**src/gpio_port_regs.vh**
```
`ifndef GPIO_PORT_REGS_VH
`define GPIO_PORT_REGS_VH
// ---------------------------------------------------------------
// register addresses and layouts
// ---------------------------------------------------------------
`define STATUS_FLAGS_ADDR 8'h03
`define PORT_DATA_ADDR 8'h06
`define WAKE_FLAG_BIT 7
`define DIR_RESET 6'h3f
`define OPTION_RESET 8'hff
`define OPT_WAKE_DIS_BIT 7
`define OPT_PULLUP_DIS_BIT 6
`define OPT_TMR_SRC_BIT 5
`define INPUT_ONLY_PIN 3
`define TIMER_SHARED_PIN 2
`define SERIAL_BITS_RESET 2'h3
`define PULLUP_PIN_MASK 6'h0b
`endif

```
**src/gpio_port.v**
```verilog
`timescale 1ns/1ps
`include "gpio_port_regs.vh"
module gpio_port #(
    parameter WIDTH = 6 // port pins
) (
    input wire clk_in, // instruction-cycle clock
    input wire reset_n_in, // async reset, active low
    input wire wake_reset_in, // last reset came from pin change
    input wire power_on_in, // last reset was power-on
    input wire [7:0] work_reg_in, // working register value
    input wire dir_load_in, // direction-load instruction strobe
    input wire option_load_in, // option-load instruction strobe
    input wire [7:0] addr_in, // file register address
    input wire wr_in, // file write strobe
    input wire [7:0] wdata_in, // file write data
    input wire bit_set_instr_in, // bit set instruction strobe
    input wire bit_clear_instr_in, // bit clear instruction strobe
    input wire [2:0] bit_sel_in, // bit select for set/clear
    input wire [WIDTH-1:0] alt_func_in, // pins given to alternate use
    input wire eeprom_variant_in, // serial lines present
    input wire serial_clk_in, // serial clock line level
    input wire serial_data_in, // serial data line level
    input wire [WIDTH-1:0] pin_in, // pin levels
    output reg [WIDTH-1:0] pin_out, // pin output values
    output reg [WIDTH-1:0] pin_oe_out, // pin output enables
    output reg [7:0] rdata_out, // file read data
    output reg wake_on_change_flag_out, // status bit 7
    output reg [WIDTH-1:0] pullup_en_out, // weak pull-up enables
    output reg [WIDTH-1:0] wake_en_out, // wake-on-change enables
    output reg timer_clock_source_sel_out // timer source select
);
    // ---------------------------------------------------------------
    // state
    // ---------------------------------------------------------------
    reg [WIDTH-1:0] port_direction;
    reg [7:0] option_config;
    reg [WIDTH-1:0] out_latch;
    reg [1:0] serial_bits;
    wire [WIDTH-1:0] pin_sync_lvl;
    wire serial_clk_lvl;
    wire serial_data_lvl;
    reg [WIDTH-1:0] pin_read;
    reg [WIDTH-1:0] next_direction;
    reg [7:0] next_option;
    reg [WIDTH-1:0] next_latch;
    reg [1:0] next_serial;
    reg [WIDTH-1:0] next_oe;
    reg [7:0] next_rdata;
    reg [7:0] rmw_val;
    reg [WIDTH-1:0] next_pullup;
    reg [WIDTH-1:0] next_wake_en;
    reg next_wake_flag;
    wire port_sel;
    wire status_sel;
    wire rmw_op;
    wire port_write;

    // ---------------------------------------------------------------
    // address decode
    // ---------------------------------------------------------------
    // set/clear on the port outranks a plain write in the same cycle
    assign port_sel = (addr_in == `PORT_DATA_ADDR);
    assign status_sel = (addr_in == `STATUS_FLAGS_ADDR);
    assign rmw_op = port_sel & (bit_set_instr_in | bit_clear_instr_in);
    assign port_write = port_sel & wr_in & ~rmw_op;

    // ---------------------------------------------------------------
    // pin synchronisers
    // ---------------------------------------------------------------
    // pins change at any time; two stages before any logic reads them
    genvar g;
    generate
        for (g = 0; g < WIDTH; g = g + 1) begin : sync_gen
            pin_sync u_sync (
                .clk_in(clk_in),
                .reset_n_in(reset_n_in),
                .pin_in(pin_in[g]),
                .level_out(pin_sync_lvl[g])
            );
        end
    endgenerate

    // serial lines are pins as well, so they get the same treatment
    pin_sync u_sync_serial_clk (
        .clk_in(clk_in),
        .reset_n_in(reset_n_in),
        .pin_in(serial_clk_in),
        .level_out(serial_clk_lvl)
    );

    // data line of the serial pair
    pin_sync u_sync_serial_data (
        .clk_in(clk_in),
        .reset_n_in(reset_n_in),
        .pin_in(serial_data_in),
        .level_out(serial_data_lvl)
    );

    // ---------------------------------------------------------------
    // read path
    // ---------------------------------------------------------------
    // live pin levels, never the latch; alternate pins read as zero
    always @* begin
        pin_read = pin_sync_lvl & ~alt_func_in;
    end

    // read mux; unused addresses read zero
    always @* begin
        next_rdata = 8'h00;
        if (port_sel) begin
            next_rdata[WIDTH-1:0] = pin_read;
            // without the serial lines the top bits read zero
            if (eeprom_variant_in) begin
                next_rdata[7] = serial_clk_lvl;
                next_rdata[6] = serial_data_lvl;
            end
        end else if (status_sel) begin
            next_rdata[`WAKE_FLAG_BIT] = wake_on_change_flag_out;
        end
    end

    // ---------------------------------------------------------------
    // read-modify-write
    // ---------------------------------------------------------------
    // pins 5:0 are re-read (bits 7:6 reuse the latch), so inputs copy their level into latch;
    // a user must expect input pins to overwrite their stored value
    always @* begin
        rmw_val = {serial_bits, pin_read};
        if (bit_set_instr_in) begin
            rmw_val[bit_sel_in] = 1'b1;
        end
        // clear is applied last, so it wins if both strobes are high
        if (bit_clear_instr_in) begin
            rmw_val[bit_sel_in] = 1'b0;
        end
    end

    // ---------------------------------------------------------------
    // output latch next value
    // ---------------------------------------------------------------
    // latch holds unless the port is written, whatever the direction
    always @* begin
        next_latch = out_latch;
        next_serial = serial_bits;
        if (rmw_op) begin
            next_latch = rmw_val[WIDTH-1:0];
            next_serial = rmw_val[7:6];
        end else if (port_write) begin
            next_latch = wdata_in[WIDTH-1:0];
            next_serial = wdata_in[7:6];
        end
    end

    // ---------------------------------------------------------------
    // direction and option next values
    // ---------------------------------------------------------------
    // only the load strobe changes direction; bits 7:6 are dropped
    always @* begin
        next_direction = port_direction;
        if (dir_load_in) begin
            next_direction = work_reg_in[WIDTH-1:0];
        end
    end

    // option register is loaded whole from the working register
    always @* begin
        next_option = option_config;
        if (option_load_in) begin
            next_option = work_reg_in;
        end
    end

    // ---------------------------------------------------------------
    // output enables
    // ---------------------------------------------------------------
    // built from next values so a load shows at the same closing edge
    // as a port write does
    always @* begin
        next_oe = ~next_direction;
        next_oe[`INPUT_ONLY_PIN] = 1'b0;
        // external timer clock takes the shared pin as an input
        if (next_option[`OPT_TMR_SRC_BIT]) begin
            next_oe[`TIMER_SHARED_PIN] = 1'b0;
        end
    end

    // ---------------------------------------------------------------
    // group enables for pull-ups and wake-on-change
    // ---------------------------------------------------------------
    // one option bit each; no per-pin choice exists
    always @* begin
        next_pullup = {WIDTH{1'b0}};
        next_wake_en = {WIDTH{1'b0}};
        if (!next_option[`OPT_PULLUP_DIS_BIT]) begin
            next_pullup = `PULLUP_PIN_MASK;
        end
        if (!next_option[`OPT_WAKE_DIS_BIT]) begin
            next_wake_en = `PULLUP_PIN_MASK;
        end
    end

    // power-on always clears the wake cause
    always @* begin
        next_wake_flag = wake_reset_in & ~power_on_in;
    end

    // ---------------------------------------------------------------
    // direction, option and serial bits
    // ---------------------------------------------------------------
    // every reset disables all drivers; direction cannot be read back
    always @(posedge clk_in or negedge reset_n_in) begin
        if (!reset_n_in) begin
            port_direction <= `DIR_RESET;
            option_config <= `OPTION_RESET;
            serial_bits <= `SERIAL_BITS_RESET;
        end else begin
            port_direction <= next_direction;
            option_config <= next_option;
            serial_bits <= next_serial;
        end
    end

    // ---------------------------------------------------------------
    // output data latch
    // ---------------------------------------------------------------
    // no async reset on purpose: only power-on clears it, on the clock
    // edges seen during reset; any other reset leaves it untouched
    always @(posedge clk_in) begin
        if (!reset_n_in) begin
            if (power_on_in) begin
                out_latch <= {WIDTH{1'b0}};
            end
        end else begin
            out_latch <= next_latch;
        end
    end

    // ---------------------------------------------------------------
    // registered outputs
    // ---------------------------------------------------------------
    // driven value tracks the latch, so a wake reset keeps it too;
    // enables are off during reset, so nothing reaches the pins
    always @(posedge clk_in) begin
        if (!reset_n_in) begin
            pin_out <= power_on_in ? {WIDTH{1'b0}} : out_latch;
        end else begin
            pin_out <= next_latch;
        end
    end

    // enables drop at once on reset so nothing is driven
    always @(posedge clk_in or negedge reset_n_in) begin
        if (!reset_n_in) begin
            pin_oe_out <= {WIDTH{1'b0}};
        end else begin
            pin_oe_out <= next_oe;
        end
    end

    // read data reflects pins sampled the edge before the reading cycle opens
    always @(posedge clk_in or negedge reset_n_in) begin
        if (!reset_n_in) begin
            rdata_out <= 8'h00;
        end else begin
            rdata_out <= next_rdata;
        end
    end

    // wake cause flag, rebuilt from the reset cause every cycle
    always @(posedge clk_in or negedge reset_n_in) begin
        if (!reset_n_in) begin
            wake_on_change_flag_out <= 1'b0;
        end else begin
            wake_on_change_flag_out <= next_wake_flag;
        end
    end

    // group pull-up enables
    always @(posedge clk_in or negedge reset_n_in) begin
        if (!reset_n_in) begin
            pullup_en_out <= {WIDTH{1'b0}};
        end else begin
            pullup_en_out <= next_pullup;
        end
    end

    // group wake-on-change enables
    always @(posedge clk_in or negedge reset_n_in) begin
        if (!reset_n_in) begin
            wake_en_out <= {WIDTH{1'b0}};
        end else begin
            wake_en_out <= next_wake_en;
        end
    end

    // timer source select mirrors option bit 5, set after reset
    always @(posedge clk_in or negedge reset_n_in) begin
        if (!reset_n_in) begin
            timer_clock_source_sel_out <= 1'b1;
        end else begin
            timer_clock_source_sel_out <= next_option[`OPT_TMR_SRC_BIT];
        end
    end
endmodule // gpio_port

```
**src/pin_sync.v**
```verilog
`timescale 1ns/1ps
// two-stage synchroniser for one pin level
module pin_sync (
    input wire clk_in, // clock
    input wire reset_n_in, // async reset, active low
    input wire pin_in, // raw pin level
    output reg level_out // synchronised level
);
    reg meta;
    // ---------------------------------------------------------------
    // first stage feeds only the second
    // ---------------------------------------------------------------
    always @(posedge clk_in or negedge reset_n_in) begin
        if (!reset_n_in) begin
            meta <= 1'b0;
            level_out <= 1'b0;
        end else begin
            meta <= pin_in;
            level_out <= meta;
        end
    end
endmodule // pin_sync

```
**config.mk**
```make
export PLATFORM = sky130hd
export DESIGN_NAME = gpio_port
export DESIGN_NICKNAME = d
export VERILOG_FILES = /design/src/gpio_port.v /design/src/pin_sync.v
export VERILOG_INCLUDE_DIRS = /design/src /design/src/src
export SDC_FILE = /design/constraint.sdc
export NUM_CORES = 1
export LEC_CHECK = 0
export BUFFER_PORTS_ARGS = -buffer_cell sky130_fd_sc_hd__buf_2
export CORE_ASPECT_RATIO = 1.75
export CORE_MARGIN = 4
export CORE_UTILIZATION = 49
export DETAILED_ROUTE_END_ITERATION = 8
export GPL_ROUTABILITY_DRIVEN = 1
export GPL_TIMING_DRIVEN = 0
export PLACE_DENSITY_LB_ADDON = 0.08
export SYNTH_ARGS = -nofsm -noshare
export SYNTH_HDL_FRONTEND = slang
export SYNTH_SLANG_ARGS = --single-unit
```
**constraint.sdc**
```tcl
create_clock -name clk_in -period 2.4 [get_ports clk_in]
set_clock_uncertainty 0.05 [all_clocks]
set_input_delay 0.48 -clock clk_in [delete_from_list [all_inputs] [get_ports clk_in]]
set_output_delay 0.48 -clock clk_in [all_outputs]
set_load 0.03 [all_outputs]
```
==> results of run 1 <==
## through the flow
| step | instances | TNS [ns] | power (mW) | util, % |
|---|---|---|---|---|
| after floorplan | 137 | 0 | 1.02 | - |
| after global placement | 256 | -0.299 | 1.11 | 62.9 |
| after detailed placement | 256 | -0.837 | 1.12 | 62.9 |
| after CTS | 264 | 0 | 1.62 | 65.6 |
| after global routing | 264 | 0 | 1.68 | 65.6 |
| final | 264 | 0 | 1.61 | 65.6 |
## synth_stat cells
master     n  share of area, %
clkbuf_1   2              0.41
and4b_1    2               1.1
o211ai_4   1               1.2
nor4b_1    1              0.48
or3_1      1              0.34
and4_2     1              0.54
nand3_1    1              0.27
buf_4     11               4.5
or2_2      1              0.34
dfstp_2    8                11
o21ai_0    2              0.54
conb_1     1              0.20
nand2_1    8               1.6
dfrtp_1   32                44
nand2b_1   3               1.0
edfxtp_1   6               9.8
and3_2     6               2.5
nor4b_4    2               2.6
and3_1     1              0.34
mux2i_1   12               6.5
inv_1      7               1.4
mux2_2     2               1.2
nor4bb_1   3               1.6
nand3b_1   1              0.41
nor2_1     2              0.41
o221ai_1   6               2.9
nand4_1    1              0.34
nor2b_1    7               2.4
## sequential cells by signal (all words and copies together), names as in the netlist
| name | count |
|---|---|
| wake_en_out | 1 |
| u_sync_serial_data.meta | 1 |
| pin_oe_out | 5 |
| u_sync_serial_clk.meta | 1 |
| pin_out | 6 |
| u_sync_serial_clk.level_out | 1 |
| option_config | 3 |
| pullup_en_out | 1 |
| sync_gen.u_sync.meta | 6 |
| wake_on_change_flag_out | 1 |
| sync_gen.u_sync.level_out | 6 |
| u_sync_serial_data.level_out | 1 |
| port_direction | 5 |
| rdata_out | 8 |
## layout make-up
type	instances	share of cell area [%]
inverters	7	1.10
well taps	46	2.42
repair buffers	73	15.3
clock inverters	2	0.683
multi-input cells	71	23.2
flip-flops and latches	46	50.0
clock buffers	6	3.47
plain buffers	13	3.78
## cell families (layout without fill, tap and decap cells)
kind of cell / count (synthesis) / count (layout)
buffers and inverters: 20 / 101
DFF: 46 / 46
other: 1 / 7
muxes: 14 / 14
and+or+nand+nor: 41 / 41
AOI/OAI and AO/OA: 9 / 9
## placed cells by master, fill, tap and decap left out, drive strengths merged, types with 3 or more instances in the layout
master	n
buf	84
dfrtp	32
mux2i	12
nand2	8
dfstp	8
inv	8
clkbuf	8
nor2b	7
conb	7
and3	7
o221ai	6
edfxtp	6
nor4bb	3
nand2b	3
nor4b	3
## per-layer routing
metal	wire, um	up-vias	track usage (%)	part of all wire, %
li1	-	614	-	-
met1	1150	610	14.7	30
met2	2250	55	30.4	59
met3	279	11	5.68	7.4
met4	107	0	9.30	2.8
met5	0	-	0	0
## final timing paths
path                            depth (start not counted)  slack [ns]                         start                           end
min in group asynchronous                               1        0.26                    reset_n_in  sync_gen[1].u_sync.level_out
worst min register to register                          0        0.31       sync_gen[0].u_sync.meta  sync_gen[0].u_sync.level_out
worst min-delay path                                    1        0.23                serial_data_in       u_sync_serial_data.meta
max in group asynchronous                               1        1.46                    reset_n_in                  rdata_out[4]
worst max register to register                          3        1.26  sync_gen[5].u_sync.level_out                    pin_out[5]
worst max-delay path                                    4        0.25                    reset_n_in                    pin_out[5]
## critical path: stages
cell and delay, ns:
buf_2 0.69, clkbuf_1 0.40, nand4_1 0.12, o21ai_0 0.34
## power breakdown
group / internal [mW] / leakage (nW) / total (mW) / switching (mW)
registers: 0.846 / 0.530 / 0.859 / 0.0132
clock network: 0.237 / 0.0478 / 0.500 / 0.263
logic: 0.0904 / 0.661 / 0.246 / 0.156
==> impl_metrics.yaml, run 1 <==
routing:
  wl_per_cell_um: 14.3
  avgViaCountPerCell: 4.89
  dr_total_vias: 1290
  drc: 0
  drt_iter0_drc: 27
  dr.pass1.iters: 4
  routed_wl_mm: 3.78
  ant_nets: 0
grt:
  antenna_found_initial: 0
  grt_first_pass_wirelength_mm: 5.63
  grt_usage_pct: 16.5
  grt-ovfl-total: 0
  grt_pass1_vias: 1306
  grt_max_degree: 46
sta:
  setup_viol: 0
  tightest_slew_ns: 0.917
  fmax_mhz: 466
  relSlewSlack_pct: 38.8
  finalCritPeriodShare_pct: 89.5
  min_period_ns: 2.15
  hold_viol_final: 0
  setup_ws_ns: 0.253
  rsz0062_at_grt: "no"
  holdWs_ns: 0.228
  drv_slew: 0
synth:
  synth-xor-area-share_pct: 0
  synthCells: 131
  avgSynthCellArea_um2: 14.0
  synthAdderAreaFrac_pct: 0
  synth_compound_area_share_pct: 4.56
  synth.distinct_cells: 28
  syn_area_mm2: 0.00184
  ys_ff_latch: 46
  yosys.area_share.simple_pct: 16.3
  synth_top_family_by_area: "simple AND/OR/NAND/NOR gates"
  yosysWarnings: 0
  synth.mux.area_fraction_pct: 7.77
  yosysSeqAreaShare_pct: 64.9
floorplanning:
  start_util_pct: 50.6
  rows: 29
  design.die.area_mm2: 0.00483
  pin_count: 85
  core_area_mm2: 0.00363
  fp.dieH_um: 89.0
  die_w_um: 54.3
power:
  leakagePower_nw: 1.24
  ir_drop_mv: 0.582
  p_per_area_mw_per_mm2: 674
clocking:
  clockBufferDepth: 2
  cts_tree: "built"
  cts_setup_buffers: 0
  htree_levels: 2
  worst_skew_pair.late_latency_ns: 0.30
  numCtsBuffers: 5
  postCtsResizedCells: 0
  cts_sinks: 46
  cts_root_buf: "clkbuf_8"
  path_clk_slew_ns: 0.09
  hold_buffers: 0
placement:
  place_hpwl_mm: 3.00
  globalplace.congestion: 0.766
  placed_cell_area_mm2: 0.00228
  port_buffers: 73
  dp_slack_ns: -0.140
final_layout:
  drive_above_1_share_pct: 51.8
  fin_area_mm2: 0.00238
  multi_input_area_um2: 552
  n_antenna_cell: 0
  fin_nets: 268
  seq_area_mm2: 0.00119
  fill_cells: 314
  areaGrowthSynthToFinish_pct: 29.6
setup_path:
  worst-setup-path-type: "primary input to flop"
  start_kind: "primary input"
  worstPathArrival_ns: 2.03
  crit_fanout: 45
  end_kind: "flop"
  crit_required_ns: 2.29
flow_run:
  maxCapViolCount: 0
status:
  status: "completed"
worst_hold_path:
  hold_class: "primary input to flop"
Note: power is estimated with default switching activity, not from simulation.
==> inputs of run 2 (changes only) <==
--- a/config.mk
+++ b/config.mk
@@ -7,9 +7,11 @@
 export NUM_CORES = 1
 export LEC_CHECK = 0
 export BUFFER_PORTS_ARGS = -buffer_cell sky130_fd_sc_hd__buf_2
+export CELL_PAD_IN_SITES_DETAIL_PLACEMENT = 0
+export CELL_PAD_IN_SITES_GLOBAL_PLACEMENT = 2
 export CORE_ASPECT_RATIO = 1.75
 export CORE_MARGIN = 4
-export CORE_UTILIZATION = 49
+export CORE_UTILIZATION = 31
 export DETAILED_ROUTE_END_ITERATION = 8
 export GPL_ROUTABILITY_DRIVEN = 1
 export GPL_TIMING_DRIVEN = 0
==> impl_metrics.yaml, run 2 (synthesized netlist as in run 1, its figures left out) <==
status:
  status: "completed"
clocking:
  postCtsResizedCells: 0
  numCtsBuffers: 5
  cts_tree: "built"
  clockBufferDepth: 2
  worst_skew_pair.late_latency_ns: 0.29
  htree_levels: 2
  hold_buffers: 0
  cts_root_buf: "clkbuf_8"
  path_clk_slew_ns: 0.08
  cts_setup_buffers: 0
  cts_sinks: 46
routing:
  drt_iter0_drc: 22
  ant_nets: 0
  wl_met3_um: 356
  routed_wl_mm: 4.00
  avgViaCountPerCell: 4.31
  drc: 0
  dr.pass1.iters: 4
  wl_per_cell_um: 13.6
  wirelength_met1_mm: 1.30
  dr_total_vias: 1266
  wl_met2_mm: 2.30
  dr.max_layer_used: "met4"
setup_path:
  r2r_slack_ns: 1.32
  worst-setup-path-type: "primary input to flop"
  rr_worst_depth: 3
  crit_fanout: 45
  critical_path_buf_inv_count: 2
  r2r_end: "pin_out[4]"
  crit_required_ns: 2.26
  start_kind: "primary input"
  cp_cell_sequence: "clkbuf_4 -> clkbuf_1 -> o21ai_0"
  slowest_stage: "o21ai_0"
  worstPathArrival_ns: 1.92
  r2r-start: "sync_gen[4].u_sync.level_out"
  cpLargestDelayFamily: "compound AO/OA/AOI/OAI gates"
  critPathMaxStageDelay_ns: 0.73
  end_kind: "flop"
sta:
  min_period_ns: 2.06
  setup_viol: 0
  relSlewSlack_pct: 42.1
  finalCritPeriodShare_pct: 85.7
  tns_ns: 0
  rsz0062_at_grt: "no"
  hold_viol_final: 0
  tightest_slew_ns: 0.859
  fmax_mhz: 486
  holdWs_ns: 0.153
  drv_slew: 0
power:
  combPwrFrac_pct: 14.9
  p_sw_share_pct: 24.7
  clock_power_share_pct: 32.6
  p_sw_uw: 405
  p_per_area_mw_per_mm2: 674
  p_total_mw: 1.64
  leakagePower_nw: 1.25
  ir_drop_mv: 0.357
  power.internal_mw: 1.23
  p_seq_share_pct: 52.4
final_layout:
  fin_nets: 268
  multi_input_area_um2: 552
  drive_above_1_share_pct: 51.4
  final_common_cell: "buf_2"
  fill_cells: 617
  largest_reg_flops: 8
  top_register: "rdata_out"
  areaGrowthSynthToFinish_pct: 32.5
  seq_area_mm2: 0.00119
  n_antenna_cell: 0
  layout_common_cells: "72 x buf_2, 32 x dfrtp_1, 12 x mux2i_1, 11 x buf_4"
floorplanning:
  pin_count: 85
  rows: 36
  die_w_um: 66.2
  design.die.area_mm2: 0.00727
  core_area_mm2: 0.00568
  fp.dieH_um: 110
  start_util_pct: 32.4
grt:
  grt_pass1_vias: 1376
  antenna_found_initial: 0
  grt_max_degree: 46
  grt_usage_pct: 11.6
  grt-ovfl-total: 0
  grt_first_pass_wirelength_mm: 6.31
placement:
  globalplace.congestion: 0.751
  port_buffers: 73
  place_hpwl_mm: 3.18
worst_hold_path:
  hold_class: "primary input to async pin"
flow_run:
  maxCapViolCount: 0
## run 2: metal layers
metal | global-route usage, % | vias to the layer above
met1 | 11.3 | 602
met2 | 21.9 | 49
li1 | - | 611
met3 | 3.78 | 4
met5 | 0 | -
met4 | 4.36 | 0
## run 2: worst max-delay path by stage
stage,from,slack (ns),end,depth (start not counted)
6_report,reset_n_in,0.34,pin_out[0],3
5_1_grt,reset_n_in,0.18,pin_out[0],3
4_1_cts,reset_n_in,0.1,pin_out[1],4
3_5_place_dp,reset_n_in,-0.21,pin_out[5],4
3_3_place_gp,reset_n_in,-0.16,pin_out[4],4
2_1_floorplan,addr_in[3],0.68,pin_out[0],3
## run 2: power by group through the flow
stage	combinational [mW]	sequential (mW)	clock [mW]
after floorplan	0.0982	0.918	0
after global placement	0.244	0.873	0
after detailed placement	0.249	0.875	0
after CTS	0.249	0.861	0.564
after global routing	0.268	0.866	0.593
final	0.245	0.860	0.535
## run 2: layout make-up
type	instances	share of cell area, %
Buffer	13	3.70
Clock buffer	8	4.58
Inverter	7	1.08
Multi-Input combinational cell	71	22.7
Sequential cell	46	48.9
Tap cell	76	3.91
Timing Repair Buffer	73	15.1
## run 2: stage by stage
stage               instance area [um2]  util, %  setup slack [ns]  std cells
floorplan                          1860        -             0.681        137
global placement                   2320     40.9            -0.165        286
detailed placement                 2320     40.9            -0.211        286
CTS                                2430     42.8            0.0979        294
global route                       2430     42.9             0.178        294
finish                             2430     42.9             0.343        294
==> inputs of run 3 (changes only) <==
--- a/config.mk
+++ b/config.mk
@@ -11,7 +11,8 @@
 export CELL_PAD_IN_SITES_GLOBAL_PLACEMENT = 2
 export CORE_ASPECT_RATIO = 1.75
 export CORE_MARGIN = 4
-export CORE_UTILIZATION = 31
+export CORE_UTILIZATION = 32
+export CTS_BUF_LIST = sky130_fd_sc_hd__clkbuf_4 sky130_fd_sc_hd__clkbuf_8
 export DETAILED_ROUTE_END_ITERATION = 8
 export GPL_ROUTABILITY_DRIVEN = 1
 export GPL_TIMING_DRIVEN = 0
==> impl_metrics.yaml, run 3 (synthesized netlist as in run 1, its figures left out) <==
final_layout:
  largest_reg_flops: 8
  areaGrowthSynthToFinish_pct: 32.6
  fill_cells: 581
  layout_common_cells: "72 x buf_2, 32 x dfrtp_1, 12 x mux2i_1, 11 x buf_4"
  fin_nets: 268
  utilization_pct: 43.6
  n_antenna_cell: 0
  top_register: "rdata_out"
  final_common_cell: "buf_2"
  fin_cells: 294
  drive_above_1_share_pct: 51.8
sta:
  fmax_mhz: 475
  drv_slew: 0
  tns_ns: 0
  rsz0062_at_grt: "no"
  min_period_ns: 2.11
  relSlewSlack_pct: 39.7
  tightest_slew_ns: 0.895
  hold_viol_final: 0
  finalCritPeriodShare_pct: 87.8
  setup_viol: 0
floorplanning:
  die_w_um: 65.3
  fp.dieH_um: 108
  core_area_mm2: 0.00559
  start_util_pct: 32.9
  rows: 36
  design.die.area_mm2: 0.00706
  pin_count: 85
grt:
  antenna_found_initial: 0
  grt_pass1_vias: 1381
  grt_usage_pct: 11.8
  grt_first_pass_wirelength_mm: 6.32
  grt-ovfl-total: 0
  grt_max_degree: 46
power:
  leakagePower_nw: 1.25
  p_per_area_mw_per_mm2: 689
  p_total_mw: 1.68
  ir_drop_mv: 0.543
status:
  status: "completed"
routing:
  drc: 0
  avgViaCountPerCell: 4.44
  ant_nets: 0
  routed_wl_mm: 3.96
  drt_iter0_drc: 28
  wl_per_cell_um: 13.5
  dr_total_vias: 1305
  dr.pass1.iters: 4
placement:
  place_hpwl_mm: 3.10
  port_buffers: 73
  globalplace.congestion: 0.816
  dp.cells: 286
setup_path:
  r2r_slack_ns: 1.30
  start_kind: "primary input"
  end_kind: "flop"
  worstPathArrival_ns: 1.97
  crit_required_ns: 2.27
  worst-setup-path-type: "primary input to flop"
  crit_fanout: 45
clocking:
  worst_skew_pair.late_latency_ns: 0.29
  cts_setup_buffers: 0
  htree_levels: 2
  path_clk_slew_ns: 0.08
  cts_sinks: 46
  cts_tree: "built"
  hold_buffers: 0
  cts_root_buf: "clkbuf_8"
  numCtsBuffers: 5
  clockBufferDepth: 2
flow_run:
  maxCapViolCount: 0
worst_hold_path:
  hold_class: "primary input to async pin"
run 3: final timing paths:
check / startpoint / to / cells past startpoint
max in group asynchronous: reset_n_in / rdata_out[5] / 1
hold reg to reg: u_sync_serial_data.meta / u_sync_serial_data.level_out / 0
hold / removal: reset_n_in / wake_en_out[1] / 1
setup reg to reg: sync_gen[2].u_sync.level_out / pin_out[2] / 3
min in group clk_in: pin_in[1] / sync_gen[1].u_sync.meta / 1
setup / recovery: reset_n_in / pin_out[1] / 3
run 3: per-layer routing:
| layer | vias up | global-route usage [%] | wire length, um |
|---|---|---|---|
| met2 | 55 | 21.3 | 2240 |
| li1 | 617 | - | - |
| met3 | 6 | 3.22 | 289 |
| met5 | - | 0 | 0 |
| met1 | 627 | 12.3 | 1340 |
| met4 | 0 | 5.93 | 89 |
run 3: cell type report:
| type | count | area, um2 | area share, % |
|---|---|---|---|
| timing repair buffer | 73 | 368 | 15.1 |
| multi-input combinational | 71 | 552 | 22.7 |
| tap | 76 | 95.1 | 3.91 |
| buffer | 13 | 90.1 | 3.70 |
| clock buffer | 6 | 76.3 | 3.13 |
| clock inverter | 2 | 36.3 | 1.49 |
| sequential | 46 | 1190 | 48.9 |
| inverter | 7 | 26.3 | 1.08 |
run 3: critical path, cell delays in order:
cell,delay [ns]
clkbuf_4,0.37
clkbuf_1,0.33
o21ai_0,0.76
run 3: repair_timing:
| action | in CTS | in global routing |
|---|---|---|
| endpoints found under the setup margin | 0 | 6 |
| endpoints found under the hold margin | 0 | 0 |
| gates resized for setup | 0 | 1 |
run 3: per-stage QoR:
stage                     area, um2  hold slack [ns]  setup slack (ns)
after global routing           2430            0.193             0.114
after floorplan                1860            0.134             0.681
after detailed placement       2320            0.285            -0.247
after CTS                      2430            0.219            0.0670
after global placement         2320            0.283            -0.191
final                          2430            0.159             0.293
run 3: power breakdown:
part,internal [mW],total (mW),leakage [nW],switching [mW]
Clock,0.323,0.574,0.0591,0.251
Sequential,0.846,0.860,0.530,0.0137
Combinational,0.0906,0.244,0.661,0.153
Total,1.26,1.68,1.25,0.418
